`config.mk`:
```
export PLATFORM = sky130hd
export DESIGN_NAME = ext_bus_controller_flat
export DESIGN_NICKNAME = d
export VERILOG_FILES = /design/src/core/mm_wait_pkg.sv /design/src/core/mm_link_if.sv /design/src/core/ext_bus_controller.sv /design/src/flat_wrapper.sv
export SDC_FILE = /design/constraint.sdc
export NUM_CORES = 1
export LEC_CHECK = 0
export BUFFER_PORTS_ARGS = -buffer_cell sky130_fd_sc_hd__buf_2
export CORE_ASPECT_RATIO = 1.25
export CORE_UTILIZATION = 43
export DETAILED_ROUTE_END_ITERATION = 10
export GPL_TIMING_DRIVEN = 0
export PLACE_DENSITY = 0.72
export SLEW_MARGIN = 0
export SYNTH_ARGS = -nofsm -noshare
export SYNTH_HDL_FRONTEND = slang
export SYNTH_SLANG_ARGS = --single-unit
```
`constraint.sdc`:
```
create_clock -name core_clk -period 1.6 [get_ports core_clk]
set_input_delay 0.4 -clock core_clk [delete_from_list [all_inputs] [get_ports core_clk]]
set_output_delay 0.4 -clock core_clk [all_outputs]
set_load 0.03 [all_outputs]
```
`src/core/mm_wait_pkg.sv`:
```
/*
  shared constants for the memory-mode / stall pin link: register map,
  field positions, reset values, timing counts and state encodings.
  assumes a single 50 mhz core_clk on both ends of the link.
*/
package mm_wait_pkg;

  // ==========================================================
  // timing
  localparam int CLK_PERIOD_NS   = 20;
  localparam int HOLD_CLOCKS     = 3;
  localparam int STROBE_MIN_CYC  = 3;
  localparam int WAIT_SR_W       = 8;
  localparam int WAIT_STATES_DEF = 3;
  localparam int ADDR_LINES      = 3;
  localparam bit MERGE_NOR       = 1'b0;

  // ==========================================================
  // register map, byte addresses on the register bus
  localparam int          ADDR_W          = 16;
  localparam logic [11:0] BUS_CONFIG_IDX  = 12'h46a;
  localparam logic [15:0] BUS_CONFIG_ADDR = {2'b00, BUS_CONFIG_IDX, 2'b00};
  localparam logic [15:0] CMD_ADDR        = 16'h0000;
  localparam logic [15:0] STATUS_ADDR     = 16'h0004;

  // bus_config fields
  localparam int         STALL_DISABLE_BIT = 0;
  localparam logic [7:0] BUS_CONFIG_RST    = 8'h00;

  // command fields
  localparam int CMD_KIND_LSB  = 0;
  localparam int CMD_BEATS_LSB = 4;
  localparam int CMD_ADDR_LSB  = 8;

  // status fields
  localparam int STAT_BUSY      = 0;
  localparam int STAT_BOOT_EXT  = 1;
  localparam int STAT_BOOT_DONE = 2;
  localparam int STAT_STALL_LSB = 8;

  localparam logic [1:0] RESP_OKAY   = 2'b00;
  localparam logic [1:0] RESP_SLVERR = 2'b10;

  // ==========================================================
  // encodings
  typedef enum logic [1:0] {
    KIND_CODE_READ  = 2'h0,
    KIND_DATA_READ  = 2'h1,
    KIND_WRITE_LOW  = 2'h2,
    KIND_WRITE_HIGH = 2'h3
  } cyc_kind_e;

  typedef enum logic [2:0] {
    ST_IDLE   = 3'b000,
    ST_ALE    = 3'b001,
    ST_HOLD   = 3'b011,
    ST_STROBE = 3'b010,
    ST_END    = 3'b110
  } bus_state_e;

endpackage : mm_wait_pkg

```
`src/core/mm_link_if.sv`:
```
/*
  link between the bus controller end and the wait/mode generator end.
  assumes both ends share core_clk; the bench resolves nothing, every
  signal has one driver.
*/
interface mm_link_if;
  import mm_wait_pkg::*;

  logic                  address_latch_strobe;
  logic                  code_read_strobe_n;
  logic                  data_read_strobe_n;
  logic                  low_byte_write_strobe_n;
  logic                  high_byte_write_strobe_n;
  logic [ADDR_LINES-1:0] addr_low;
  logic                  controller_reset_input_n;
  logic                  mode_or_stall_pin;

  modport ctrl (
    output address_latch_strobe, code_read_strobe_n, data_read_strobe_n,
    output low_byte_write_strobe_n, high_byte_write_strobe_n, addr_low,
    input  controller_reset_input_n, mode_or_stall_pin
  );

  modport gen (
    input  address_latch_strobe, code_read_strobe_n, data_read_strobe_n,
    input  low_byte_write_strobe_n, high_byte_write_strobe_n, addr_low,
    output controller_reset_input_n, mode_or_stall_pin
  );

endinterface : mm_link_if

```
`src/core/ext_bus_controller.sv`:
```
/*
  controller end of the link: samples the mode pin after its reset,
  runs external bus cycles ordered over axi4-lite, stretches strobes
  while the stall pin is high unless stall-disable is set.
  assumes a single-word axi4-lite master and the generator on the link.
*/
module ext_bus_controller (
  // clock and reset
  input  wire logic                       core_clk,
  input  wire logic                       rst_n,
  // axi4-lite slave
  input  wire logic [mm_wait_pkg::ADDR_W-1:0] s_awaddr,
  input  wire logic                       s_awvalid,
  output logic                            s_awready,
  input  wire logic [31:0]                s_wdata,
  input  wire logic [3:0]                 s_wstrb,
  input  wire logic                       s_wvalid,
  output logic                            s_wready,
  output logic [1:0]                      s_bresp,
  output logic                            s_bvalid,
  input  wire logic                       s_bready,
  input  wire logic [mm_wait_pkg::ADDR_W-1:0] s_araddr,
  input  wire logic                       s_arvalid,
  output logic                            s_arready,
  output logic [31:0]                     s_rdata,
  output logic [1:0]                      s_rresp,
  output logic                            s_rvalid,
  input  wire logic                       s_rready,
  // link
  mm_link_if.ctrl                         link,
  // core side
  output logic                            core_stalled_q
);
  import mm_wait_pkg::*;

  function automatic logic is_mapped(input logic [ADDR_W-1:0] a);
    if (a == BUS_CONFIG_ADDR)  is_mapped = 1'b1;
    else if (a == CMD_ADDR)    is_mapped = 1'b1;
    else if (a == STATUS_ADDR) is_mapped = 1'b1;
    else                       is_mapped = 1'b0;
  endfunction : is_mapped

  // ==========================================================
  // registers and axi write path
  logic [7:0]            bus_config_q;
  logic [1:0]            kind_q;
  logic [2:0]            beats_q;
  logic [ADDR_LINES-1:0] addr_q;
  logic                  cmd_pend_q;
  logic                  busy_q;
  logic                  boot_ext_q;
  logic                  boot_done_q;
  logic [7:0]            stall_cnt_q;
  logic [ADDR_W-1:0]     awaddr_q;
  logic [31:0]           wdata_q;
  logic [3:0]            wstrb_q;
  logic                  aw_got_q;
  logic                  w_got_q;
  logic                  do_write;
  bus_state_e            state_q;

  assign s_awready = ~aw_got_q & ~s_bvalid & rst_n;
  assign s_wready  = ~w_got_q & ~s_bvalid & rst_n;
  assign do_write  = aw_got_q & w_got_q & ~s_bvalid;

  always_ff @(posedge core_clk)
  begin
    if (!rst_n)
    begin
      aw_got_q <= 1'b0;
      w_got_q  <= 1'b0;
      awaddr_q <= '0;
      wdata_q  <= '0;
      wstrb_q  <= '0;
      s_bvalid <= 1'b0;
      s_bresp  <= RESP_OKAY;
    end
    else
    begin
      if (s_awvalid && s_awready)
      begin
        aw_got_q <= 1'b1;
        awaddr_q <= s_awaddr;
      end
      if (s_wvalid && s_wready)
      begin
        w_got_q <= 1'b1;
        wdata_q <= s_wdata;
        wstrb_q <= s_wstrb;
      end
      if (do_write)
      begin
        aw_got_q <= 1'b0;
        w_got_q  <= 1'b0;
        s_bvalid <= 1'b1;
        s_bresp  <= is_mapped(awaddr_q) ? RESP_OKAY : RESP_SLVERR;
      end
      else if (s_bvalid && s_bready)
        s_bvalid <= 1'b0;
    end
  end

  always_ff @(posedge core_clk)
  begin
    if (!rst_n)
      bus_config_q <= BUS_CONFIG_RST;
    else if (do_write && awaddr_q == BUS_CONFIG_ADDR && wstrb_q[0])
      bus_config_q <= wdata_q[7:0];
  end

  // a command written while a cycle runs is dropped, not queued
  always_ff @(posedge core_clk)
  begin
    if (!rst_n)
    begin
      cmd_pend_q <= 1'b0;
      kind_q     <= '0;
      beats_q    <= '0;
    end
    else if (do_write && awaddr_q == CMD_ADDR && !busy_q && wstrb_q[1:0] == 2'b11)
    begin
      cmd_pend_q <= 1'b1;
      kind_q     <= wdata_q[CMD_KIND_LSB +: 2];
      beats_q    <= wdata_q[CMD_BEATS_LSB +: 3];
    end
    else if (state_q == ST_IDLE && cmd_pend_q && boot_done_q)
      cmd_pend_q <= 1'b0;
  end

  // ==========================================================
  // axi read path
  assign s_arready = ~s_rvalid & rst_n;

  always_ff @(posedge core_clk)
  begin
    if (!rst_n)
    begin
      s_rvalid <= 1'b0;
      s_rdata  <= '0;
      s_rresp  <= RESP_OKAY;
    end
    else if (s_arvalid && s_arready)
    begin
      s_rvalid <= 1'b1;
      s_rresp  <= is_mapped(s_araddr) ? RESP_OKAY : RESP_SLVERR;
      if (s_araddr == BUS_CONFIG_ADDR)
        s_rdata <= {24'h000000, bus_config_q};
      else if (s_araddr == STATUS_ADDR)
        s_rdata <= {16'h0000, stall_cnt_q, 5'h00, boot_done_q, boot_ext_q, busy_q | cmd_pend_q};
      else
        s_rdata <= 32'h00000000;
    end
    else if (s_rvalid && s_rready)
      s_rvalid <= 1'b0;
  end

  // ==========================================================
  // boot mode sampling, on the controller reset from the link
  logic [1:0] hold_cnt_q;

  always_ff @(posedge core_clk)
  begin
    if (!link.controller_reset_input_n)
    begin
      hold_cnt_q  <= '0;
      boot_done_q <= 1'b0;
      boot_ext_q  <= 1'b0;
    end
    else if (!boot_done_q && hold_cnt_q == 2'(HOLD_CLOCKS - 1))
    begin
      boot_done_q <= 1'b1;
      boot_ext_q  <= ~link.mode_or_stall_pin;
    end
    else if (!boot_done_q)
      hold_cnt_q <= hold_cnt_q + 2'h1;
  end

  // ==========================================================
  // external bus cycle
  logic [1:0] phase_q;
  logic       stall_req;
  logic       is_read;

  assign stall_req = link.mode_or_stall_pin & ~bus_config_q[STALL_DISABLE_BIT];
  assign is_read   = (kind_q == KIND_CODE_READ) || (kind_q == KIND_DATA_READ);

  always_ff @(posedge core_clk)
  begin
    if (!link.controller_reset_input_n)
    begin
      state_q                       <= ST_IDLE;
      busy_q                        <= 1'b0;
      phase_q                       <= '0;
      addr_q                        <= '0;
      stall_cnt_q                   <= '0;
      core_stalled_q                <= 1'b0;
      link.address_latch_strobe     <= 1'b1;
      link.code_read_strobe_n       <= 1'b1;
      link.data_read_strobe_n       <= 1'b1;
      link.low_byte_write_strobe_n  <= 1'b1;
      link.high_byte_write_strobe_n <= 1'b1;
    end
    else
    begin
      case (state_q)
        ST_IDLE:
        begin
          link.address_latch_strobe <= 1'b0;
          if (cmd_pend_q && boot_done_q)
          begin
            link.address_latch_strobe <= 1'b1;
            busy_q                    <= 1'b1;
            addr_q                    <= '0;
            stall_cnt_q               <= '0;
            state_q                   <= ST_ALE;
          end
        end
        ST_ALE:
        begin
          link.address_latch_strobe <= 1'b0;
          state_q                   <= ST_HOLD;
        end
        ST_HOLD:
        begin
          link.code_read_strobe_n       <= ~(kind_q == KIND_CODE_READ);
          link.data_read_strobe_n       <= ~(kind_q == KIND_DATA_READ);
          link.low_byte_write_strobe_n  <= ~(kind_q == KIND_WRITE_LOW);
          link.high_byte_write_strobe_n <= ~(kind_q == KIND_WRITE_HIGH);
          phase_q                       <= '0;
          state_q                       <= ST_STROBE;
        end
        ST_STROBE:
        begin
          if (phase_q != 2'(STROBE_MIN_CYC - 1))
            phase_q <= phase_q + 2'h1;
          else if (stall_req)
          begin
            core_stalled_q <= 1'b1;
            stall_cnt_q    <= stall_cnt_q + 8'h01;
          end
          else if (is_read && beats_q != 3'h0 && addr_q != ADDR_LINES'(beats_q))
          begin
            core_stalled_q <= 1'b0;
            addr_q         <= addr_q + ADDR_LINES'(1);
            phase_q        <= '0;
          end
          else
          begin
            core_stalled_q                <= 1'b0;
            link.code_read_strobe_n       <= 1'b1;
            link.data_read_strobe_n       <= 1'b1;
            link.low_byte_write_strobe_n  <= 1'b1;
            link.high_byte_write_strobe_n <= 1'b1;
            state_q                       <= ST_END;
          end
        end
        ST_END:
        begin
          busy_q  <= 1'b0;
          state_q <= ST_IDLE;
        end
        default:
          state_q <= ST_IDLE;
      endcase
    end
  end

  assign link.addr_low = addr_q;

endmodule : ext_bus_controller

```
`src/flat_wrapper.sv`:
```
// flat-port wrapper written by rule: the top's interface ports become plain ports
module ext_bus_controller_flat import mm_wait_pkg::*;
  (core_clk, rst_n, s_awaddr, s_awvalid, s_awready, s_wdata, s_wstrb, s_wvalid, s_wready, s_bresp, s_bvalid, s_bready, s_araddr, s_arvalid, s_arready, s_rdata, s_rresp, s_rvalid, s_rready, core_stalled_q, link_address_latch_strobe, link_code_read_strobe_n, link_data_read_strobe_n, link_low_byte_write_strobe_n, link_high_byte_write_strobe_n, link_addr_low, link_controller_reset_input_n, link_mode_or_stall_pin);
  mm_link_if link_i ();
  input  wire logic core_clk;
  input  wire logic rst_n;
  input  wire logic [mm_wait_pkg::ADDR_W-1:0] s_awaddr;
  input  wire logic s_awvalid;
  output logic s_awready;
  input  wire logic [31:0] s_wdata;
  input  wire logic [3:0] s_wstrb;
  input  wire logic s_wvalid;
  output logic s_wready;
  output logic [1:0] s_bresp;
  output logic s_bvalid;
  input  wire logic s_bready;
  input  wire logic [mm_wait_pkg::ADDR_W-1:0] s_araddr;
  input  wire logic s_arvalid;
  output logic s_arready;
  output logic [31:0] s_rdata;
  output logic [1:0] s_rresp;
  output logic s_rvalid;
  input  wire logic s_rready;
  output logic core_stalled_q;
  output wire logic [$bits(link_i.address_latch_strobe)-1:0] link_address_latch_strobe;
  output wire logic [$bits(link_i.code_read_strobe_n)-1:0] link_code_read_strobe_n;
  output wire logic [$bits(link_i.data_read_strobe_n)-1:0] link_data_read_strobe_n;
  output wire logic [$bits(link_i.low_byte_write_strobe_n)-1:0] link_low_byte_write_strobe_n;
  output wire logic [$bits(link_i.high_byte_write_strobe_n)-1:0] link_high_byte_write_strobe_n;
  output wire logic [$bits(link_i.addr_low)-1:0] link_addr_low;
  input wire logic [$bits(link_i.controller_reset_input_n)-1:0] link_controller_reset_input_n;
  input wire logic [$bits(link_i.mode_or_stall_pin)-1:0] link_mode_or_stall_pin;
  assign link_address_latch_strobe = link_i.address_latch_strobe;
  assign link_code_read_strobe_n = link_i.code_read_strobe_n;
  assign link_data_read_strobe_n = link_i.data_read_strobe_n;
  assign link_low_byte_write_strobe_n = link_i.low_byte_write_strobe_n;
  assign link_high_byte_write_strobe_n = link_i.high_byte_write_strobe_n;
  assign link_addr_low = link_i.addr_low;
  assign link_i.controller_reset_input_n = link_controller_reset_input_n;
  assign link_i.mode_or_stall_pin = link_mode_or_stall_pin;
  ext_bus_controller u_core (.core_clk(core_clk), .rst_n(rst_n), .s_awaddr(s_awaddr), .s_awvalid(s_awvalid), .s_awready(s_awready), .s_wdata(s_wdata), .s_wstrb(s_wstrb), .s_wvalid(s_wvalid), .s_wready(s_wready), .s_bresp(s_bresp), .s_bvalid(s_bvalid), .s_bready(s_bready), .s_araddr(s_araddr), .s_arvalid(s_arvalid), .s_arready(s_arready), .s_rdata(s_rdata), .s_rresp(s_rresp), .s_rvalid(s_rvalid), .s_rready(s_rready), .link(link_i), .core_stalled_q(core_stalled_q));
endmodule
```
# [Yosys cells after proc, flatten, opt, wreduce, memory -nomap -nowiden]
# Index checks and enable logic that the tools add are counted.
[word_totals] regBits=107 output_inout_bits=50 elab_cells=168 in_bits=77
[classes] n_addsub=4 reduce_logical=40 muxes=50 n_bitwise=23 n_eq_ne=23
[ops] op="16-bit by 13-bit equality test with 1-bit output, second input constant" count=2
[ops] op="16-bit by 3-bit equality test with 1-bit output, second input constant" count=2
[ops] op="16-bit zero test" count=2
[ops] op="32-bit 2-to-1 mux" count=1
[ops] op="3-bit 2-to-1 mux" count=8
[ops] op="8-bit 2-to-1 mux" count=3
[ops] op="1-bit 2-to-1 mux" count=22
[ops] op="1-bit logical AND" count=16
[ops] op="16-bit 2-to-1 mux" count=1
[ops] op="8-bit one-hot mux with 2 select lines" count=1
[ops] op="1-bit NOT" count=14
[ops] op="2-bit nonzero test" count=7
[ops] op="1-bit one-hot mux with 2 select lines" count=6
[ops] op="3-bit one-hot mux with 4 select lines" count=1
[ops] op="4-bit AND reduction" count=3
[ops] op="2-bit 2-to-1 mux" count=5
[ops] op="2-bit != test, second input constant" count=5
[ops] op="8-bit by 1-bit adder with 8-bit output, second input constant" count=1
[ops] op="1-bit bitwise AND" count=8
[ops] op="2-bit equality test, second input constant" count=4
[ops] op="3-bit by 2-bit equality test with 1-bit output, second input constant" count=2
[ops] op="3-bit one-hot mux with 2 select lines" count=1
[ops] op="2-bit AND reduction" count=3
[ops] op="5-bit AND reduction" count=1
[ops] op="18 further kinds" count=21

# [Longest topological paths before layout]
[depth] ltp_word=8 depth_mapped=6 ltp_nobuf=5

# [Worst setup path after synthesis]
# No wires, ideal clock.
[synth_timing] path_type="register to register" from="register u_core.s_bvalid" to="register u_core.wdata_q[0]" path_buffers=1 synth_period_minus_slack_ns=2.061 path_slack_ns=-0.461 setup_ns=0.076 t_arrival_ns=1.985 required_time_ns=1.524 stages_incl_launch_ff=6 path_cell_list="dfxtp_1 > nor3b_1 > and2_1 > clkbuf_1 > nand2_1 > a21boi_0"
[synth_via] elab_chain_cells=4
[synth_rtl] element="from (decl)" line="ext_bus_controller.sv:20" rtl="output logic s_bvalid,"
[synth_rtl] element="from (signal assigned)" line="ext_bus_controller.sv:75" rtl="s_bvalid <= 1'b0;"
[synth_rtl] element="from (signal assigned)" line="ext_bus_controller.sv:95" rtl="s_bvalid <= 1'b1;"
[synth_rtl] element="from (signal assigned)" line="ext_bus_controller.sv:99" rtl="s_bvalid <= 1'b0;"
[synth_rtl] element="1-bit NOT" line="ext_bus_controller.sv:63" rtl="assign s_wready = ~w_got_q & ~s_bvalid & rst_n;"
[synth_rtl] element="1-bit bitwise AND (2 in series)" line="ext_bus_controller.sv:63"
[synth_rtl] element="via s_wready" line="flat_wrapper.sv:13" rtl="output logic s_wready;"
[synth_rtl] element="1-bit logical AND" line="ext_bus_controller.sv:85" rtl="if (s_wvalid && s_wready)"
[synth_rtl] element="to (signal assigned)" line="ext_bus_controller.sv:88" rtl="wdata_q <= s_wdata;"
[synth_rtl] element="to (decl)" line="ext_bus_controller.sv:55" rtl="logic [31:0] wdata_q;"
# The timed path passes the listed nets, and every way through them passes these cells.
# A chain may end at the register's enable or synchronous reset.

# [Final worst setup path]
[layout_timing] from="register u_core.stall_cnt_q[1]" to="register u_core.stall_cnt_q[6]"
[layout_via] elab_chain_cells=4
[layout_rtl] element="from (decl)" line="ext_bus_controller.sv:53" rtl="logic [7:0] stall_cnt_q;"
[layout_rtl] element="from (signal assigned)" line="ext_bus_controller.sv:239" rtl="stall_cnt_q <= stall_cnt_q + 8'h01;"
[layout_rtl] element="8-bit by 1-bit adder with 8-bit output" line="ext_bus_controller.sv:239"
[layout_rtl] element="8-bit 2-to-1 mux" line="ext_bus_controller.sv:236" rtl="else if (stall_req)"
[layout_rtl] element="8-bit 2-to-1 mux" line="ext_bus_controller.sv:234" rtl="if (phase_q != 2'(STROBE_MIN_CYC - 1))"
[layout_rtl] element="8-bit one-hot mux with 2 select lines" line="ext_bus_controller.sv:205" rtl="case (state_q)"
# Every way passes these cells. The select of a mux whose other input is x is not followed.

==> flow_metrics.env <==
export IMPL_status="finished, violations left"
export IMPL_violations="negative setup slack"
export IMPL_yosys_area_share_simple_pct=24.1
export IMPL_crit_path_start_kind="flop"
export IMPL_setup_viol=1
export IMPL_yosys_area_top_type="dfxtp_1"
export IMPL_synth_common_cells="nand2_1 (94), dfxtp_1 (89), a21boi_0 (27), nor2_1 (26), buf_4 (18)"
export IMPL_gp_congestion=0.830
export IMPL_worstPathMaxFanout=4
export IMPL_worst_slack_ps=-8.39
export IMPL_io_pins=127
export IMPL_grt_pass1_wl_um=15200
export IMPL_cp_arrival_ps=1900
export IMPL_hpwlAfterDp_um=6760
export IMPL_power_leakage_nw=2.16
export IMPL_hold_viol=0
export IMPL_synthTopCellsByArea="dfxtp_1 (46%), nand2_1 (9.1%), a21boi_0 (5.3%), mux2i_1 (3.9%), buf_4 (3.5%)"
export IMPL_ant_nets=0
export IMPL_muxShareOfSynthArea_pct=3.89
export IMPL_cts_tree="done"
export IMPL_fill_cells=793
export IMPL_drt_iter0_drc=192
export IMPL_synth_cell_type_count=50
export IMPL_p_sw_mw=1.22
export IMPL_routed_wirelength_um=9200
export IMPL_postCtsHoldBufs=0
export IMPL_grt_max_degree=15
export IMPL_setup_tns_ps=-8.39
export IMPL_yosys_register_bits=89
export IMPL_route_detailed_drc=0
export IMPL_layout_nets=641
export IMPL_crit_type="reg2reg"
export IMPL_antenna_found_initial=0
export IMPL_first_pass_iters=4
export IMPL_seq_area_sq_um=1810
export IMPL_die_w_um=86.7
export IMPL_final_max_slew_viol_count=0
export IMPL_swShare_pct=26.2
export IMPL_finalNonFillerCells=685
export IMPL_clockBufferDepth=2
export IMPL_slew_headroom_pct=65.0
export IMPL_root_buffer="clkbuf_8"
export IMPL_p_per_area_nw_per_um2=922
export IMPL_synth_area_sq_um=3860
export IMPL_fin_crit_ps=1610
export IMPL_overflow=0
export IMPL_synth_edf_count=0
export IMPL_pwr_share_clk_pct=35.3
export IMPL_multi_input_area_sq_um=2060
export IMPL_seqPwrFrac_pct=51.5
export IMPL_synth_top_family_by_area="simple AND/OR/NAND/NOR gates"
export IMPL_cts_clk_slew_worst_paths_ps=80
export IMPL_tightest_slew_ps=524
export IMPL_port_buffer_count=82
export IMPL_rows=38
export IMPL_rsz0062_at_grt="yes"
export IMPL_cts_buffers=9
export IMPL_start_util_pct=44.3
export IMPL_synth_xor_area_share_pct=0.908
export IMPL_synthAdderAreaFrac_pct=0.973
export IMPL_area_growth_pct=30.3
export IMPL_hold_path_class="in2reg"
export IMPL_maxCapViolations=0
export IMPL_avgSynthCellArea_sq_um=8.77
export IMPL_vias_per_cell=5.10
export IMPL_clock_latency_ps=350
export IMPL_comb_power_share_pct=13.2
export IMPL_post_place_cells=659
export IMPL_htree_levels=3
export IMPL_dieArea_sq_um=9360
export IMPL_n_antenna_cell=0
export IMPL_yosysMostFrequentCell="nand2_1"
export IMPL_peakVddDrop_uv=600
export IMPL_max_freq_mhz=622
export IMPL_synth_compound_area_share_pct=17.7
export IMPL_finalCritPeriodShare_pct=101
export IMPL_grt_pass1_vias=3415
export IMPL_crit_path_end_kind="flop"
export IMPL_cts_sinks=89
export IMPL_intPower_mw=3.42
export IMPL_drive_gt1_share_pct=31.9
export IMPL_track_usage_pct=20.9
export IMPL_yosysTopAreaCellShare_pct=46.2
export IMPL_routedWlPerCell_um=13.4
export IMPL_yosys_warnings=0
export IMPL_synth_main_ff_cell="dfxtp_1"
export IMPL_clock_skew_ps=6.16
export IMPL_core_area_sq_um=8700
export IMPL_via_count=3492
export IMPL_cp_required_ps=1890
export IMPL_die_h_um=108
export IMPL_synthCells=440
export IMPL_async_flop_share_pct=0
export IMPL_ys_seq_area_share_pct=46.2
final timing paths:
kind              cells past startpoint                     end  slack (ps)                    from
setup reg to reg                      5   u_core.stall_cnt_q[6]          -8   u_core.stall_cnt_q[1]
hold reg to reg                       2  u_core.bus_config_q[7]         460       u_core.wdata_q[7]
setup / recovery                      5   u_core.stall_cnt_q[6]          -8   u_core.stall_cnt_q[1]
hold / removal                        2       u_core.boot_ext_q         260  link_mode_or_stall_pin
cell type report:
cell class              instances  share of cell area [%]
plain buffers                  36                    5.00
clock buffers                  12                    3.31
well taps                     120                    2.99
inverters                       8                   0.597
multi-input cells             324                    40.9
flip-flops and latches         89                    36.1
repair buffers                 93                    10.2
clock inverters                 3                   0.946
cells by family (layout without fill, tap and decap cells):
logic type | count (synthesis) | count (layout)
muxes | 15 | 15
other | 1 | 18
buffers and inverters | 44 | 152
adders and majority gates | 3 | 3
AOI/OAI and AO/OA | 94 | 94
and+or+nand+nor | 190 | 190
xor gates and xnor gates | 4 | 4
DFF | 89 | 89
metal layers:
metal / up-vias / share of wire [%] / global-route usage, %
met5: - / 0 / 0
met4: 0 / 3.4 / 9.17
met3: 25 / 3.8 / 4.75
met2: 79 / 51 / 38.4
met1: 1630 / 42 / 22.5
li1: 1758 / - / -
state kept, by name, indices dropped and copies added, names as in the netlist, 3 cells and up:
| signal | cells |
|---|---|
| u_core.link.addr_low | 3 |
| u_core.awaddr_q | 16 |
| u_core.bus_config_q | 8 |
| u_core.wdata_q | 8 |
| u_core.s_rdata | 16 |
| u_core.beats_q | 3 |
| u_core.stall_cnt_q | 8 |
| u_core.state_q | 3 |
repair_timing:
item                                    CTS  global route
endpoints found under the setup margin   21            43
resized for setup                        29            43
buffers inserted                          6             5
pin swaps                                 3            12
power by group through the flow:
stage | Sequential [mW] | Combinational, mW | Clock [mW]
2_1_floorplan | 2.47 | 0.372 | 0
4_1_cts | 2.39 | 0.603 | 1.67
5_1_grt | 2.40 | 0.677 | 1.77
3_3_place_gp | 2.44 | 0.573 | 0
3_5_place_dp | 2.44 | 0.594 | 0
6_report | 2.39 | 0.612 | 1.64
critical path, cell delays in order, from the launching register on:
cell	delay (ps)
dfxtp_4	380
ha_4	150
nand3_4	90
or2_4	250
or4_4	510
a21oi_2	160
through the flow:
| step | instance area (sq um) | worst slack [ps] | total power, mW | hold WS, ps | util [%] |
|---|---|---|---|---|---|
| 6_report | 5030 | -8.39 | 4.64 | 263 | 57.8 |
| 3_3_place_gp | 4520 | -552 | 3.01 | 445 | 52.0 |
| 5_1_grt | 5030 | -29.9 | 4.85 | 246 | 57.8 |
| 3_5_place_dp | 4520 | -561 | 3.03 | 452 | 52.0 |
| 2_1_floorplan | 3960 | 11.1 | 2.85 | 435 | - |
| 4_1_cts | 4860 | 1.13 | 4.66 | 260 | 55.9 |
cells in the final DEF, fill, tap and decap left out, types with 4 or more instances in the layout:
master,synthesis,final
nor4_1,5,4
conb_1,1,18
mux2i_1,15,15
buf_6,0,4
inv_1,8,8
xnor2_1,4,4
a21boi_0,27,26
nor2_1,26,23
and2_1,4,4
dfxtp_1,89,77
a22o_1,14,14
and3_1,4,4
nor3_1,6,4
buf_4,18,32
clkbuf_1,14,8
nand4_1,5,5
buf_2,3,79
nand2_1,94,93
clkbuf_8,0,11
dfxtp_2,0,5
o21ai_0,6,6
o31ai_1,6,5
nand3_1,7,4
a211oi_1,5,4
a31oi_1,5,5
dfxtp_4,0,7
nand2b_1,6,6
a21oi_1,15,13
Power figures use the tool's default switching activity.
